<file path="src/hw/tsp_pkg.sv">
// Shared constants for the transmit streaming port.
package tsp_pkg;
  localparam int unsigned STARTUP_CYC  = 2;    // Cycles after reset release before beats count.
  localparam int unsigned DROP_MAX_CYC = 3;    // Worst case valid fall time after ready drops.
  localparam int unsigned LAT_MIN      = 1;
  localparam int unsigned LAT_MAX      = 2;
  localparam int unsigned LAT_DEFAULT  = 2;
  localparam int unsigned WIDTH_64     = 64;
  localparam int unsigned WIDTH_128    = 128;
  localparam int unsigned WIDTH_256    = 256;
  localparam int unsigned DW_BITS      = 32;
  localparam int unsigned FIFO_DEPTH   = 16;
  localparam int unsigned LEN_LSB      = 0;    // Length field of header dword 0.
  localparam int unsigned LEN_W        = 10;
  localparam int unsigned FMT_DATA_BIT = 30;   // Packet carries payload.
  localparam int unsigned FMT_4DW_BIT  = 29;   // Header is four dwords.
  localparam int unsigned HDR_3DW      = 3;
  localparam int unsigned HDR_4DW      = 4;
  localparam int unsigned MAX_LEN_DW   = 1024; // A length field of zero means this many.
  localparam int unsigned CNT_W        = 11;   // Enough for the longest packet on 64 bits.
endpackage

</file>
<file path="src/hw/tlp_stream_tx_port.sv">
// Transmit streaming port: start-up guard, beat checker, lock-up and buffering FIFO.
`timescale 1ns/1ps

module tsp_fifo #(
  parameter int unsigned WIDTH = 8,
  parameter int unsigned DEPTH = 16
) (
  input  wire logic                     clk_i,
  input  wire logic                     arst_n_i,
  input  wire logic                     in_valid_i,
  output logic                          in_ready_o,
  input  wire logic [WIDTH-1:0]         in_data_i,
  output logic                          out_valid_o,
  input  wire logic                     out_ready_i,
  output logic [WIDTH-1:0]              out_data_o,
  output logic [$clog2(DEPTH+1)-1:0]    count_o
);
  localparam int unsigned AW = $clog2(DEPTH);
  logic [WIDTH-1:0]         mem_q [DEPTH];
  logic [WIDTH-1:0]         mem_d [DEPTH];
  logic [AW-1:0]            wr_q, wr_d, rd_q, rd_d;
  logic [$clog2(DEPTH+1)-1:0] cnt_q, cnt_d;
  logic                     push, pop;

  // Natural pointer wrap only works for a power-of-two depth, so refuse anything else.
  if (DEPTH < 2 || (1 << AW) != DEPTH) begin : g_bad_depth
    $error("tsp_fifo depth must be a power of two");
  end

  // Full and empty come straight from the occupancy count.
  assign in_ready_o  = (cnt_q != DEPTH[$clog2(DEPTH+1)-1:0]);
  assign out_valid_o = (cnt_q != '0);
  assign out_data_o  = mem_q[rd_q];
  assign count_o     = cnt_q;
  assign push        = in_valid_i && in_ready_o;
  assign pop         = out_valid_o && out_ready_i;

  // Pointer and storage update; pointers wrap naturally at a power-of-two depth.
  always_comb begin
    mem_d = mem_q;
    wr_d  = wr_q;
    rd_d  = rd_q;
    cnt_d = cnt_q;
    if (push) begin
      mem_d[wr_q] = in_data_i;
      wr_d        = wr_q + 1'b1;
    end
    if (pop) begin
      rd_d = rd_q + 1'b1;
    end
    if (push && !pop) begin
      cnt_d = cnt_q + 1'b1;
    end else if (pop && !push) begin
      cnt_d = cnt_q - 1'b1;
    end
  end

  always_ff @(posedge clk_i or negedge arst_n_i) begin
    if (!arst_n_i) begin
      for (int i = 0; i < DEPTH; i++) begin
        mem_q[i] <= '0;
      end
      wr_q  <= '0;
      rd_q  <= '0;
      cnt_q <= '0;
    end else begin
      mem_q <= mem_d;
      wr_q  <= wr_d;
      rd_q  <= rd_d;
      cnt_q <= cnt_d;
    end
  end

  fifo_bound_a: assert property (@(posedge clk_i) disable iff (!arst_n_i)
    cnt_q <= DEPTH) else $error("FIFO count above depth");
endmodule // tsp_fifo

module tlp_stream_tx_port #(
  parameter int unsigned PAYLOAD_W     = tsp_pkg::WIDTH_64,
  parameter int unsigned READY_LATENCY = tsp_pkg::LAT_DEFAULT,
  parameter int unsigned DEPTH         = tsp_pkg::FIFO_DEPTH
) (
  input  wire logic                 CLK_I,
  input  wire logic                 ARST_N_I,
  output logic                      XMIT_ACCEPT_READY_O,
  input  wire logic                 XMIT_BEAT_VALID_I,
  input  wire logic [PAYLOAD_W-1:0] XMIT_PAYLOAD_I,
  input  wire logic                 XMIT_FIRST_BEAT_I,
  input  wire logic                 XMIT_LAST_BEAT_I,
  input  wire logic                 XMIT_UPPER_HALF_EMPTY_I,
  output logic                      CORE_RESET_FLAG_O,
  output logic                      PORT_LOCKED_O,
  output logic                      LINK_VALID_O,
  input  wire logic                 LINK_READY_I,
  output logic [PAYLOAD_W-1:0]      LINK_PAYLOAD_O,
  output logic                      LINK_FIRST_O,
  output logic                      LINK_LAST_O,
  output logic                      LINK_UPPER_EMPTY_O
);
  localparam int unsigned DWB   = PAYLOAD_W / tsp_pkg::DW_BITS;
  localparam int unsigned SKID  = READY_LATENCY + tsp_pkg::DROP_MAX_CYC;
  localparam int unsigned FW    = PAYLOAD_W + 3;
  localparam int unsigned CW    = $clog2(DEPTH+1);
  localparam int unsigned SW    = $clog2(tsp_pkg::STARTUP_CYC+1);
  localparam logic [CW-1:0] ROOM_LIMIT = CW'(DEPTH - SKID);
  localparam logic [SW-1:0] START_DONE = SW'(tsp_pkg::STARTUP_CYC);

  // Bus width, latency and FIFO depth are limited to the configurations the datapath serves.
  if (PAYLOAD_W != tsp_pkg::WIDTH_64 && PAYLOAD_W != tsp_pkg::WIDTH_128 &&
      PAYLOAD_W != tsp_pkg::WIDTH_256) begin : g_bad_width
    $error("payload width must be 64, 128 or 256");
  end
  if (READY_LATENCY < tsp_pkg::LAT_MIN || READY_LATENCY > tsp_pkg::LAT_MAX) begin : g_bad_lat
    $error("ready latency must be 1 or 2");
  end
  if (DEPTH <= SKID + 1) begin : g_bad_depth
    $error("FIFO too shallow for the skid allowance");
  end

  // Beats needed for a dword total, rounded up to whole beats.
  function automatic logic [tsp_pkg::CNT_W-1:0] beats_for(input logic [tsp_pkg::CNT_W-1:0] dws);
    beats_for = tsp_pkg::CNT_W'((dws + tsp_pkg::CNT_W'(DWB - 1)) / tsp_pkg::CNT_W'(DWB));
  endfunction

  logic [SW-1:0]             start_q, start_d;
  logic                      flag_q, flag_d;
  logic                      ready_q, ready_d;
  logic                      lock_q, lock_d;
  logic                      in_pkt_q, in_pkt_d;
  logic [tsp_pkg::CNT_W-1:0] cnt_q, cnt_d, min_q, min_d, max_q, max_d;
  logic [tsp_pkg::CNT_W-1:0] cnt_new, lim_min, lim_max, hdr_dw, len_dw, tot_dw;
  logic [tsp_pkg::LEN_W-1:0] len_f;
  logic                      has_data, accept, err, fifo_in_ready, fifo_push;
  logic [FW-1:0]             fifo_out;
  logic [CW-1:0]             fifo_cnt;

  // Start-up sequence: the flag stays up until the guard count has run out.
  always_comb begin
    start_d = start_q;
    if (start_q != START_DONE) begin
      start_d = start_q + 1'b1;
    end
    flag_d = (start_d != START_DONE);
  end

  always_ff @(posedge CLK_I or negedge ARST_N_I) begin
    if (!ARST_N_I) begin
      start_q <= '0;
      flag_q  <= 1'b1;
    end else begin
      start_q <= start_d;
      flag_q  <= flag_d;
    end
  end

  // Beats are taken only with valid; during start-up or after lock-up they are ignored.
  assign accept  = XMIT_BEAT_VALID_I && !flag_q && !lock_q;
  // Expected beat range from header dword 0; alignment padding may add one dword.
  assign len_f    = XMIT_PAYLOAD_I[tsp_pkg::LEN_LSB +: tsp_pkg::LEN_W];
  assign has_data = XMIT_PAYLOAD_I[tsp_pkg::FMT_DATA_BIT];
  assign hdr_dw   = XMIT_PAYLOAD_I[tsp_pkg::FMT_4DW_BIT] ? tsp_pkg::CNT_W'(tsp_pkg::HDR_4DW)
                                                         : tsp_pkg::CNT_W'(tsp_pkg::HDR_3DW);
  assign len_dw   = !has_data ? '0 :
                    (len_f == '0) ? tsp_pkg::CNT_W'(tsp_pkg::MAX_LEN_DW) : tsp_pkg::CNT_W'(len_f);
  assign tot_dw   = hdr_dw + len_dw;
  assign cnt_new  = XMIT_FIRST_BEAT_I ? tsp_pkg::CNT_W'(1) : cnt_q + 1'b1;
  assign lim_min  = XMIT_FIRST_BEAT_I ? beats_for(tot_dw) : min_q;
  assign lim_max  = XMIT_FIRST_BEAT_I ? beats_for(tot_dw + tsp_pkg::CNT_W'(has_data)) : max_q;
  // Any framing or length fault, or a beat pushed while the FIFO is full, is fatal.
  assign err = accept && ((!XMIT_FIRST_BEAT_I && !in_pkt_q) ||
                          (XMIT_FIRST_BEAT_I && in_pkt_q) || !fifo_in_ready ||
                          (cnt_new > lim_max) ||
                          (XMIT_LAST_BEAT_I && cnt_new < lim_min));
  assign fifo_push = accept && !err;

  // Packet tracker and lock-up; only a reset leaves the locked state.
  always_comb begin
    in_pkt_d = in_pkt_q;
    cnt_d    = cnt_q;
    min_d    = min_q;
    max_d    = max_q;
    lock_d   = lock_q || err;
    if (fifo_push) begin
      in_pkt_d = !XMIT_LAST_BEAT_I;
      cnt_d    = cnt_new;
      min_d    = lim_min;
      max_d    = lim_max;
    end
    // Registered ready leaves room for the latency plus the slowest valid fall.
    ready_d = !flag_d && !lock_d && (fifo_cnt < ROOM_LIMIT);
  end

  always_ff @(posedge CLK_I or negedge ARST_N_I) begin
    if (!ARST_N_I) begin
      in_pkt_q <= 1'b0;
      cnt_q    <= '0;
      min_q    <= '0;
      max_q    <= '0;
      lock_q   <= 1'b0;
      ready_q  <= 1'b0;
    end else begin
      in_pkt_q <= in_pkt_d;
      cnt_q    <= cnt_d;
      min_q    <= min_d;
      max_q    <= max_d;
      lock_q   <= lock_d;
      ready_q  <= ready_d;
    end
  end

  assign XMIT_ACCEPT_READY_O = ready_q;
  assign CORE_RESET_FLAG_O   = flag_q;
  assign PORT_LOCKED_O       = lock_q;

  // The empty marker only means something on the last beat of 128-bit mode.
  tsp_fifo #(
    .WIDTH (FW),
    .DEPTH (DEPTH)
  ) u_fifo (
    .clk_i       (CLK_I),
    .arst_n_i    (ARST_N_I),
    .in_valid_i  (fifo_push),
    .in_ready_o  (fifo_in_ready),
    .in_data_i   ({XMIT_UPPER_HALF_EMPTY_I && XMIT_LAST_BEAT_I &&
                   (PAYLOAD_W == tsp_pkg::WIDTH_128),
                   XMIT_LAST_BEAT_I, XMIT_FIRST_BEAT_I, XMIT_PAYLOAD_I}),
    .out_valid_o (LINK_VALID_O),
    .out_ready_i (LINK_READY_I),
    .out_data_o  (fifo_out),
    .count_o     (fifo_cnt)
  );

  assign LINK_PAYLOAD_O     = fifo_out[PAYLOAD_W-1:0];
  assign LINK_FIRST_O       = fifo_out[PAYLOAD_W];
  assign LINK_LAST_O        = fifo_out[PAYLOAD_W+1];
  assign LINK_UPPER_EMPTY_O = fifo_out[PAYLOAD_W+2];

  // Checks on the port's own behaviour.
  lock_ready_a: assert property (@(posedge CLK_I) disable iff (!ARST_N_I)
    lock_q |-> !XMIT_ACCEPT_READY_O) else $error("ready high while locked");
  lock_stay_a: assert property (@(posedge CLK_I) disable iff (!ARST_N_I)
    lock_q |=> lock_q && !fifo_push) else $error("lock released or beat taken");
  bad_length_a: assert property (@(posedge CLK_I) disable iff (!ARST_N_I)
    (accept && XMIT_LAST_BEAT_I && cnt_new < lim_min) |=> lock_q [*2])
    else $error("short packet did not lock");
  start_hold_a: assert property (@(posedge CLK_I) disable iff (!ARST_N_I)
    flag_q |-> !XMIT_ACCEPT_READY_O) else $error("ready during start-up");
  flag_time_a: assert property (@(posedge CLK_I) disable iff (!ARST_N_I)
    $fell(flag_q) |-> $past(flag_q, 1) && (start_q == START_DONE))
    else $error("reset flag fell at wrong time");
  ready_room_a: assert property (@(posedge CLK_I) disable iff (!ARST_N_I)
    XMIT_ACCEPT_READY_O |-> $past(fifo_cnt) < ROOM_LIMIT) else $error("ready without room");
  full_drop_a: assert property (@(posedge CLK_I) disable iff (!ARST_N_I)
    (fifo_cnt >= ROOM_LIMIT) |=> !XMIT_ACCEPT_READY_O) else $error("ready not dropped");
  capture_valid_a: assert property (@(posedge CLK_I) disable iff (!ARST_N_I)
    fifo_push |-> XMIT_BEAT_VALID_I && !flag_q) else $error("beat captured without valid");
  pkt_done_c: cover property (@(posedge CLK_I) disable iff (!ARST_N_I)
    fifo_push && XMIT_LAST_BEAT_I && !XMIT_FIRST_BEAT_I);
  lock_hit_c: cover property (@(posedge CLK_I) disable iff (!ARST_N_I) $rose(lock_q));
  mid_stall_c: cover property (@(posedge CLK_I) disable iff (!ARST_N_I)
    in_pkt_q && $fell(XMIT_ACCEPT_READY_O));
endmodule // tlp_stream_tx_port

</file>
<file path="config.mk">
export PLATFORM = sky130hd
export DESIGN_NAME = tlp_stream_tx_port
export DESIGN_NICKNAME = d
export VERILOG_FILES = /design/src/hw/tsp_pkg.sv /design/src/hw/tlp_stream_tx_port.sv
export SDC_FILE = /design/constraint.sdc
export NUM_CORES = 2
export LEC_CHECK = 0
export BUFFER_PORTS_ARGS = -buffer_cell sky130_fd_sc_hd__buf_2
export CORE_AREA = 2 2 296 298
export DETAILED_ROUTE_END_ITERATION = 6
export DIE_AREA = 0 0 298 300
export PLACE_DENSITY = 0.75
export SLEW_MARGIN = 25
export SYNTH_ARGS = -nofsm -noshare
export SYNTH_HDL_FRONTEND = slang
export SYNTH_SLANG_ARGS = --single-unit
</file>
<file path="constraint.sdc">
create_clock -name CLK_I -period 4.5 [get_ports CLK_I]
set_clock_uncertainty 0.15 [all_clocks]
set_input_delay 0.9 -clock CLK_I [delete_from_list [all_inputs] [get_ports CLK_I]]
set_output_delay 0.9 -clock CLK_I [all_outputs]
set_load 0.02 [all_outputs]
</file>
Word level (Yosys, flattened, before mapping)
Index checks and enable logic that the tools add are counted.
{ "op_classes": {"bitwise": 2, "reduce_logical": 33, "n_lt_le_gt_ge": 6, "n_eq_ne": 3, "addsub": 10, "mux": 15} }
{ "ops": {"columns": ["operator", "n"], "rows": [
  ["bitwise mux 1072 bit", 1],
  ["binary-select mux 67 bit (select 4 bit)", 1],
  ["demux 67 bit (select 4 bit)", 1],
  ["two-way mux 67 bit", 3],
  ["two-way mux 11 bit", 5],
  ["adder 11 x 1 -> 11 bit (second input constant)", 3],
  ["logical AND 1 bit", 14],
  ["adder 11 x 1 -> 11 bit", 1],
  ["adder 3 x 11 -> 11 bit", 1],
  ["> comparator 11 bit", 1],
  ["zero test 1 bit", 11],
  ["< comparator 11 bit", 1],
  ["greater-or-equal comparator 5 bit (second input constant)", 2],
  ["zero test 10 bit", 1],
  ["two-way mux 5 bit", 2],
  ["inverter 4 -> 5 bit", 2],
  ["adder 4 x 1 -> 4 bit (second input constant)", 2],
  ["adder 5 x 1 -> 5 bit (second input constant)", 1],
  ["logical OR 1 bit", 5],
  ["< comparator 5 x 1 -> 1 bit (second input constant)", 1],
  ["< comparator 5 x 4 -> 1 bit (second input constant)", 1],
  ["!= test 5 bit (second input constant)", 1],
  ["nonzero test 5 bit", 1],
  ["subtractor 5 x 1 -> 5 bit (second input constant)", 1],
  ["5 further kinds", 6]
]} }
{ "totals": {"ff_bits": 1124, "inputBits": 71, "wordCells": 96, "out_inout_bits": 71} }

Depth between registers and ports, before layout
{ "logic_depth": {"depth_word": 18, "ltp_mapped": 28, "depth_no_buf": 23} }

Hierarchy
From an unflattened synthesis, not the netlist that was laid out.
{ "hier_totals": {"cells_unflattened": 3580, "hier_area_um2": 52532.9} }
{ "by_module_without_submodules": {"columns": ["mod", "seq_area_each_um2", "area_per_inst_um2", "cells_per_inst", "instances"], "rows": [
  ["tsp_fifo", 27151.0, 49508.7, 3259, 1],
  ["tlp_stream_tx_port", 977.2, 3024.2, 321, 1]
]} }

Least setup slack after synthesis
No wires, ideal clock.
{ "synth_timing": {"path_type": "input to register", "startpoint": "input XMIT_PAYLOAD_I[30]", "endpoint": "register u_fifo.cnt_q[4], in the netlist u_fifo.count_o[4]", "path_buffers": 5, "arrival_time_ps": 6806, "setup_time_ps": 123, "required_time_ps": 4227, "slack_ps": -2579, "cell_stages": 26, "cell_sequence": "clkbuf_1 clkbuf_1 clkbuf_1 and2_1 ha_1 inv_1 fa_1 nor2b_1 o21ai_0 xnor2_1 nand4_1 or3_1 nor4b_1 o22ai_1 ha_1 and3_1 a2111oi_2 o221ai_4 inv_2 buf_2 buf_1 ha_1 inv_1 a2111oi_0 o21ai_0 o2bb2ai_1"} }
{ "synth_between": {"elab_chain_len": 15, "elab_cells_between_ends": 21, "classes_between": "add/sub: 4; order compare: 2; mux: 4; reduce/logical: 11"} }
{ "synth_rtl": {"columns": ["item", "line_no", "source"], "rows": [
  ["from (decl)", "tlp_stream_tx_port.sv:87", "input wire logic [PAYLOAD_W-1:0] XMIT_PAYLOAD_I,"],
  ["two-way mux 11 bit", "tlp_stream_tx_port.sv:163", "assign len_dw = !has_data ? '0 :"],
  ["adder 3 x 11 -> 11 bit", "tlp_stream_tx_port.sv:165", "assign tot_dw = hdr_dw + len_dw;"],
  ["adder 11 x 1 -> 11 bit", "tlp_stream_tx_port.sv:168", "assign lim_max = XMIT_FIRST_BEAT_I ? beats_for(tot_dw + tsp_pkg::CNT_W'(has_data)) : max_q;"],
  ["adder 11 x 1 -> 11 bit", "tlp_stream_tx_port.sv:122", "beats_for = tsp_pkg::CNT_W'((dws + tsp_pkg::CNT_W'(DWB - 1)) / tsp_pkg::CNT_W'(DWB));"],
  ["two-way mux 11 bit", "tlp_stream_tx_port.sv:168", null],
  ["> comparator 11 bit", "tlp_stream_tx_port.sv:172", "(cnt_new > lim_max) ||"],
  ["logical OR 1 bit", "tlp_stream_tx_port.sv:171", "(XMIT_FIRST_BEAT_I && in_pkt_q) || !fifo_in_ready ||"],
  ["logical OR 1 bit (*)", "tlp_stream_tx_port.sv:172", null],
  ["logical AND 1 bit (*)", "tlp_stream_tx_port.sv:170", "assign err = accept && ((!XMIT_FIRST_BEAT_I && !in_pkt_q) ||"],
  ["zero test 1 bit (*)", "tlp_stream_tx_port.sv:174", "assign fifo_push = accept && !err;"],
  ["logical AND 1 bit (*)", "tlp_stream_tx_port.sv:174", null],
  ["logical AND 1 bit (*)", "tlp_stream_tx_port.sv:35", "assign push = in_valid_i && in_ready_o;"],
  ["zero test 1 bit", "tlp_stream_tx_port.sv:53", "end else if (pop && !push) begin"],
  ["logical AND 1 bit", "tlp_stream_tx_port.sv:53", null],
  ["nonzero test 2 bit (no source line)", null, null],
  ["to (signal assigned)", "tlp_stream_tx_port.sv:70", "cnt_q <= cnt_d;"],
  ["to (decl)", "tlp_stream_tx_port.sv:22", "logic [$clog2(DEPTH+1)-1:0] cnt_q, cnt_d;"]
]} }
Every way passes the cells marked *; elsewhere a longest branch is shown, timed or not.
A chain may end at the register's enable or synchronous reset.

Final worst setup path
{ "layout_timing": {"startpoint": "input XMIT_PAYLOAD_I[0]", "endpoint": "register u_fifo.mem_q[1031] (netlist bit)"} }
{ "layout_between": {"elab_chain_len": 14, "elab_cells_between_ends": 18, "classes_between": "add/sub: 4; order compare: 2; mux: 4; reduce/logical: 8"} }
{ "layout_rtl": {"columns": ["item", "line_no", "source"], "rows": [
  ["zero test 10 bit", "tlp_stream_tx_port.sv:164", "(len_f == '0) ? tsp_pkg::CNT_W'(tsp_pkg::MAX_LEN_DW) : tsp_pkg::CNT_W'(len_f);"],
  ["two-way mux 11 bit (*)", "tlp_stream_tx_port.sv:164", null],
  ["two-way mux 11 bit (*)", "tlp_stream_tx_port.sv:163", null],
  ["adder 3 x 11 -> 11 bit (*)", "tlp_stream_tx_port.sv:165", null],
  ["adder 11 x 1 -> 11 bit", "tlp_stream_tx_port.sv:168", null],
  ["adder 11 x 1 -> 11 bit", "tlp_stream_tx_port.sv:122", null],
  ["two-way mux 11 bit", "tlp_stream_tx_port.sv:168", null],
  ["> comparator 11 bit", "tlp_stream_tx_port.sv:172", null],
  ["logical OR 1 bit", "tlp_stream_tx_port.sv:171", null],
  ["logical OR 1 bit (*)", "tlp_stream_tx_port.sv:172", null],
  ["logical AND 1 bit (*)", "tlp_stream_tx_port.sv:170", null],
  ["zero test 1 bit (*)", "tlp_stream_tx_port.sv:174", null],
  ["logical AND 1 bit (*)", "tlp_stream_tx_port.sv:174", null],
  ["logical AND 1 bit (*)", "tlp_stream_tx_port.sv:35", null],
  ["to (signal assigned)", "tlp_stream_tx_port.sv:67", "mem_q <= mem_d;"],
  ["to (decl)", "tlp_stream_tx_port.sv:19", "logic [WIDTH-1:0] mem_q [DEPTH];"]
]} }
Marked as above.

==> out/metrics.yaml <==
synth_ff_type: "dfrtp_1"
drt_iter0_drc: 2210
core-area_um2: 86210
maxCapViolCount: 1
cts_hold_buffers: 0
clk_latency_ns: 0.67
finalHoldViolCount: 0
finalWirelength_um: 136600
cts_htree_levels: 3
worst_slack_ns: -0.8340
groute.usage.overall: 0.2913
drtPass1Iterations: 7
cts_buffer_depth: 3
rrSetupSlack_ns: 0.35
tritoncts: "done"
finalCriticalPeriod_ns: 5.334
synth_commonest_cells: "dfrtp_1, mux2_2, mux4_2"
portBuffers: 139
gp_congestion: 0.8461
synth_most_common_cell: "dfrtp_1"
worstSetupEndpointType: "flop"
total_power_mw: 24.02
drive_above_1_share: 0.5928
reg2regPathDepth: 19
syn2layout_area_growth_pct: 19.50
die_w_um: 298
num_rows: 108
nets: 3543
rsz0062_at_grt: "true"
r2r_end: "u_fifo.mem_q[1031]$_DFFE_PN0P_"
cp_max_fo: 6
power_density_nw_per_um2: 392.2
worstMarginPinSlew_ns: 1.680
drc: 1
place_area_um2: 54780
synth_edf_count: 0
fin_area_um2: 61250
ys_warn_count: 0
synthCells: 3168
instances_no_fill: 4685
post-route-util: 0.7104
io-pin-count: 142
viasPerCell: 6.431
yosys.area.top_type: "dfrtp_1"
cp.arrival_ns: 5.74
ys_types: 68
hold_slack_ns: 0.06149
max_freq_mhz: 187.5
crit_type: "input port to flop"
vias: 30130
synth_nets: 3275
dp.cells: 4356
syn_avg_cell_area_um2: 16.18
finalMaxSlewViolations: 6
routedWlPerCell_um: 29.15
ir_worst_vdd_uv: 365.9
grt_pass1_wl_um: 198500
finalSetupTns_ns: -723.97
path_clk_slew_ns: 0.06
hold_class: "input port to async pin"
dp_slack_ns: -1.742
status: "finished, violations left"
netlist_area_um2: 51250
grt_pass1_vias: 32396
async_reset_ff_frac: 1.000
setup_viol_count_final: 1095
cts_buffers: 110
yosysSeqAreaShare: 0.5410
grt_overflow: 0
min_period_over_period: 1.185
start_util: 0.5945
hpwl_um: 74320
required_ns: 4.90
dieArea_um2: 89400
cp-start-kind: "input port"
antenna_found_initial: 10
root_buffer: "clkbuf_16"
ys_seq_elements: 1108
grt_max_degree: 101
timing.rr.start: "cnt_q[3]$_DFFE_PN0P_"
die_h_um: 300
clkSinkCount: 1108
synth_top_cell_area_share: 0.5405
slew-limit-headroom: -0.1240
yosys-top-cells-area: "dfrtp_1, mux2_2, mux4_2, mux2_1, clkbuf_1"
violations: "DRC, capacitance limit, slew limit, setup timing"
drtAntennaViolNets: 0
power_leakage_nw: 30.72
[timing repair]
action	4_1_cts	5_1_grt
hold endpoints to repair	0	0
gates resized for setup	67	103
setup buffers	20	47
endpoints found under the setup margin	1100	1100
cloned	19	42
pin swaps	30	27
[final cells by class]
cell class              count  area, µm²
diodes                      1      2.502
flip-flops and latches   1108      27740
clock buffers             167       3312
fillers                  5403      24970
repair buffers            440       5456
multi-input cells        1757      22850
inverters                  19      76.32
well taps                1155       1445
clock inverters            38      365.4
[cell families (layout without fill, tap and decap cells)]
logic type                 Yosys count  count (layout)  synth area share
DFF                               1108            1108            0.5410
buffers and inverters              307             664           0.03159
and+or+nand+nor                    186             190           0.01802
AOI/OAI and AO/OA                   85              85           0.01138
muxes                             1408            1408            0.3827
adders and majority gates           36              36          0.008935
xor gates and xnor gates            37              37          0.006323
other                                1               2        0.00007316
[critical path, cell delays in order]
cell       delay, ns
buf_12          0.08
and2_4          0.15
ha_4            0.12
inv_2           0.04
fa_2            0.39
nor2b_2         0.14
o21ai_1         0.08
xnor2_1         0.24
nand4_1         0.21
buf_4           0.22
nor4_4          0.32
mux2_2          0.38
a21oi_1         0.12
ha_1            0.23
and3_1          0.19
a2111oi_4       0.39
o221ai_4        0.17
inv_4           0.13
and2_4          0.22
buf_6           0.13
nand2_8         0.06
buf_12          0.23
buf_12          0.13
clkbuf_16       0.17
mux2_2          0.28
[state kept, by name, summed over array words and instances (netlist names)]
register	flops
CORE_RESET_FLAG_O	1
PORT_LOCKED_O	1
XMIT_ACCEPT_READY_O	1
cnt_q	11
in_pkt_q	1
max_q	11
min_q	11
start_q	2
u_fifo.count_o	5
u_fifo.mem_q	1056
u_fifo.rd_q	4
u_fifo.wr_q	4
[worst max path at each step]
stage	cells after the start	to	slack [ns]	start
after floorplan	27	u_fifo.count_o[2]$_DFFE_PN0P_	-1.63	XMIT_PAYLOAD_I[30]
after global placement	23	u_fifo.mem_q[748]$_DFFE_PN0P_	-1.59	XMIT_PAYLOAD_I[0]
after detailed placement	22	u_fifo.mem_q[140]$_DFFE_PN0P_	-1.74	XMIT_PAYLOAD_I[0]
after CTS	27	u_fifo.count_o[2]$_DFFE_PN0P_	-0.63	XMIT_PAYLOAD_I[30]
after global routing	25	u_fifo.mem_q[1031]$_DFFE_PN0P_	-0.93	XMIT_PAYLOAD_I[29]
final	25	u_fifo.mem_q[1031]$_DFFE_PN0P_	-0.83	XMIT_PAYLOAD_I[0]
[cell usage in the layout (no fill, tap or decap), drive strengths merged, types with 10 or more instances in the layout]
| master | Yosys | final |
|---|---|---|
| nor2 | 27 | 27 |
| nand3 | 13 | 13 |
| dfrtp | 1107 | 1107 |
| ha | 35 | 35 |
| inv | 18 | 19 |
| mux2 | 1068 | 1068 |
| clkinv | 1 | 26 |
| nand2 | 83 | 87 |
| buf | 146 | 409 |
| mux4 | 330 | 330 |
| xnor2 | 25 | 25 |
| clkbuf | 142 | 198 |
| and2 | 13 | 13 |
| mux2i | 10 | 10 |
| o21ai | 22 | 22 |
| a21oi | 21 | 21 |
| xor2 | 12 | 12 |
[where the power goes]
group	internal (mW)	switching (mW)	leakage [nW]
registers	10.2	0.481	15.4
clock network	5.36	3.89	1.81
logic	1.87	2.26	13.5
[metal layers]
layer | vias up | part of all wire | track usage
met5 | - | 0.00046 | 0
met4 | 12 | 0.032 | 0.08244
met3 | 256 | 0.055 | 0.04220
met2 | 1046 | 0.51 | 0.5023
met1 | 16434 | 0.40 | 0.3901
li1 | 12382 | - | -
Note: power is estimated with default switching activity, not from simulation.
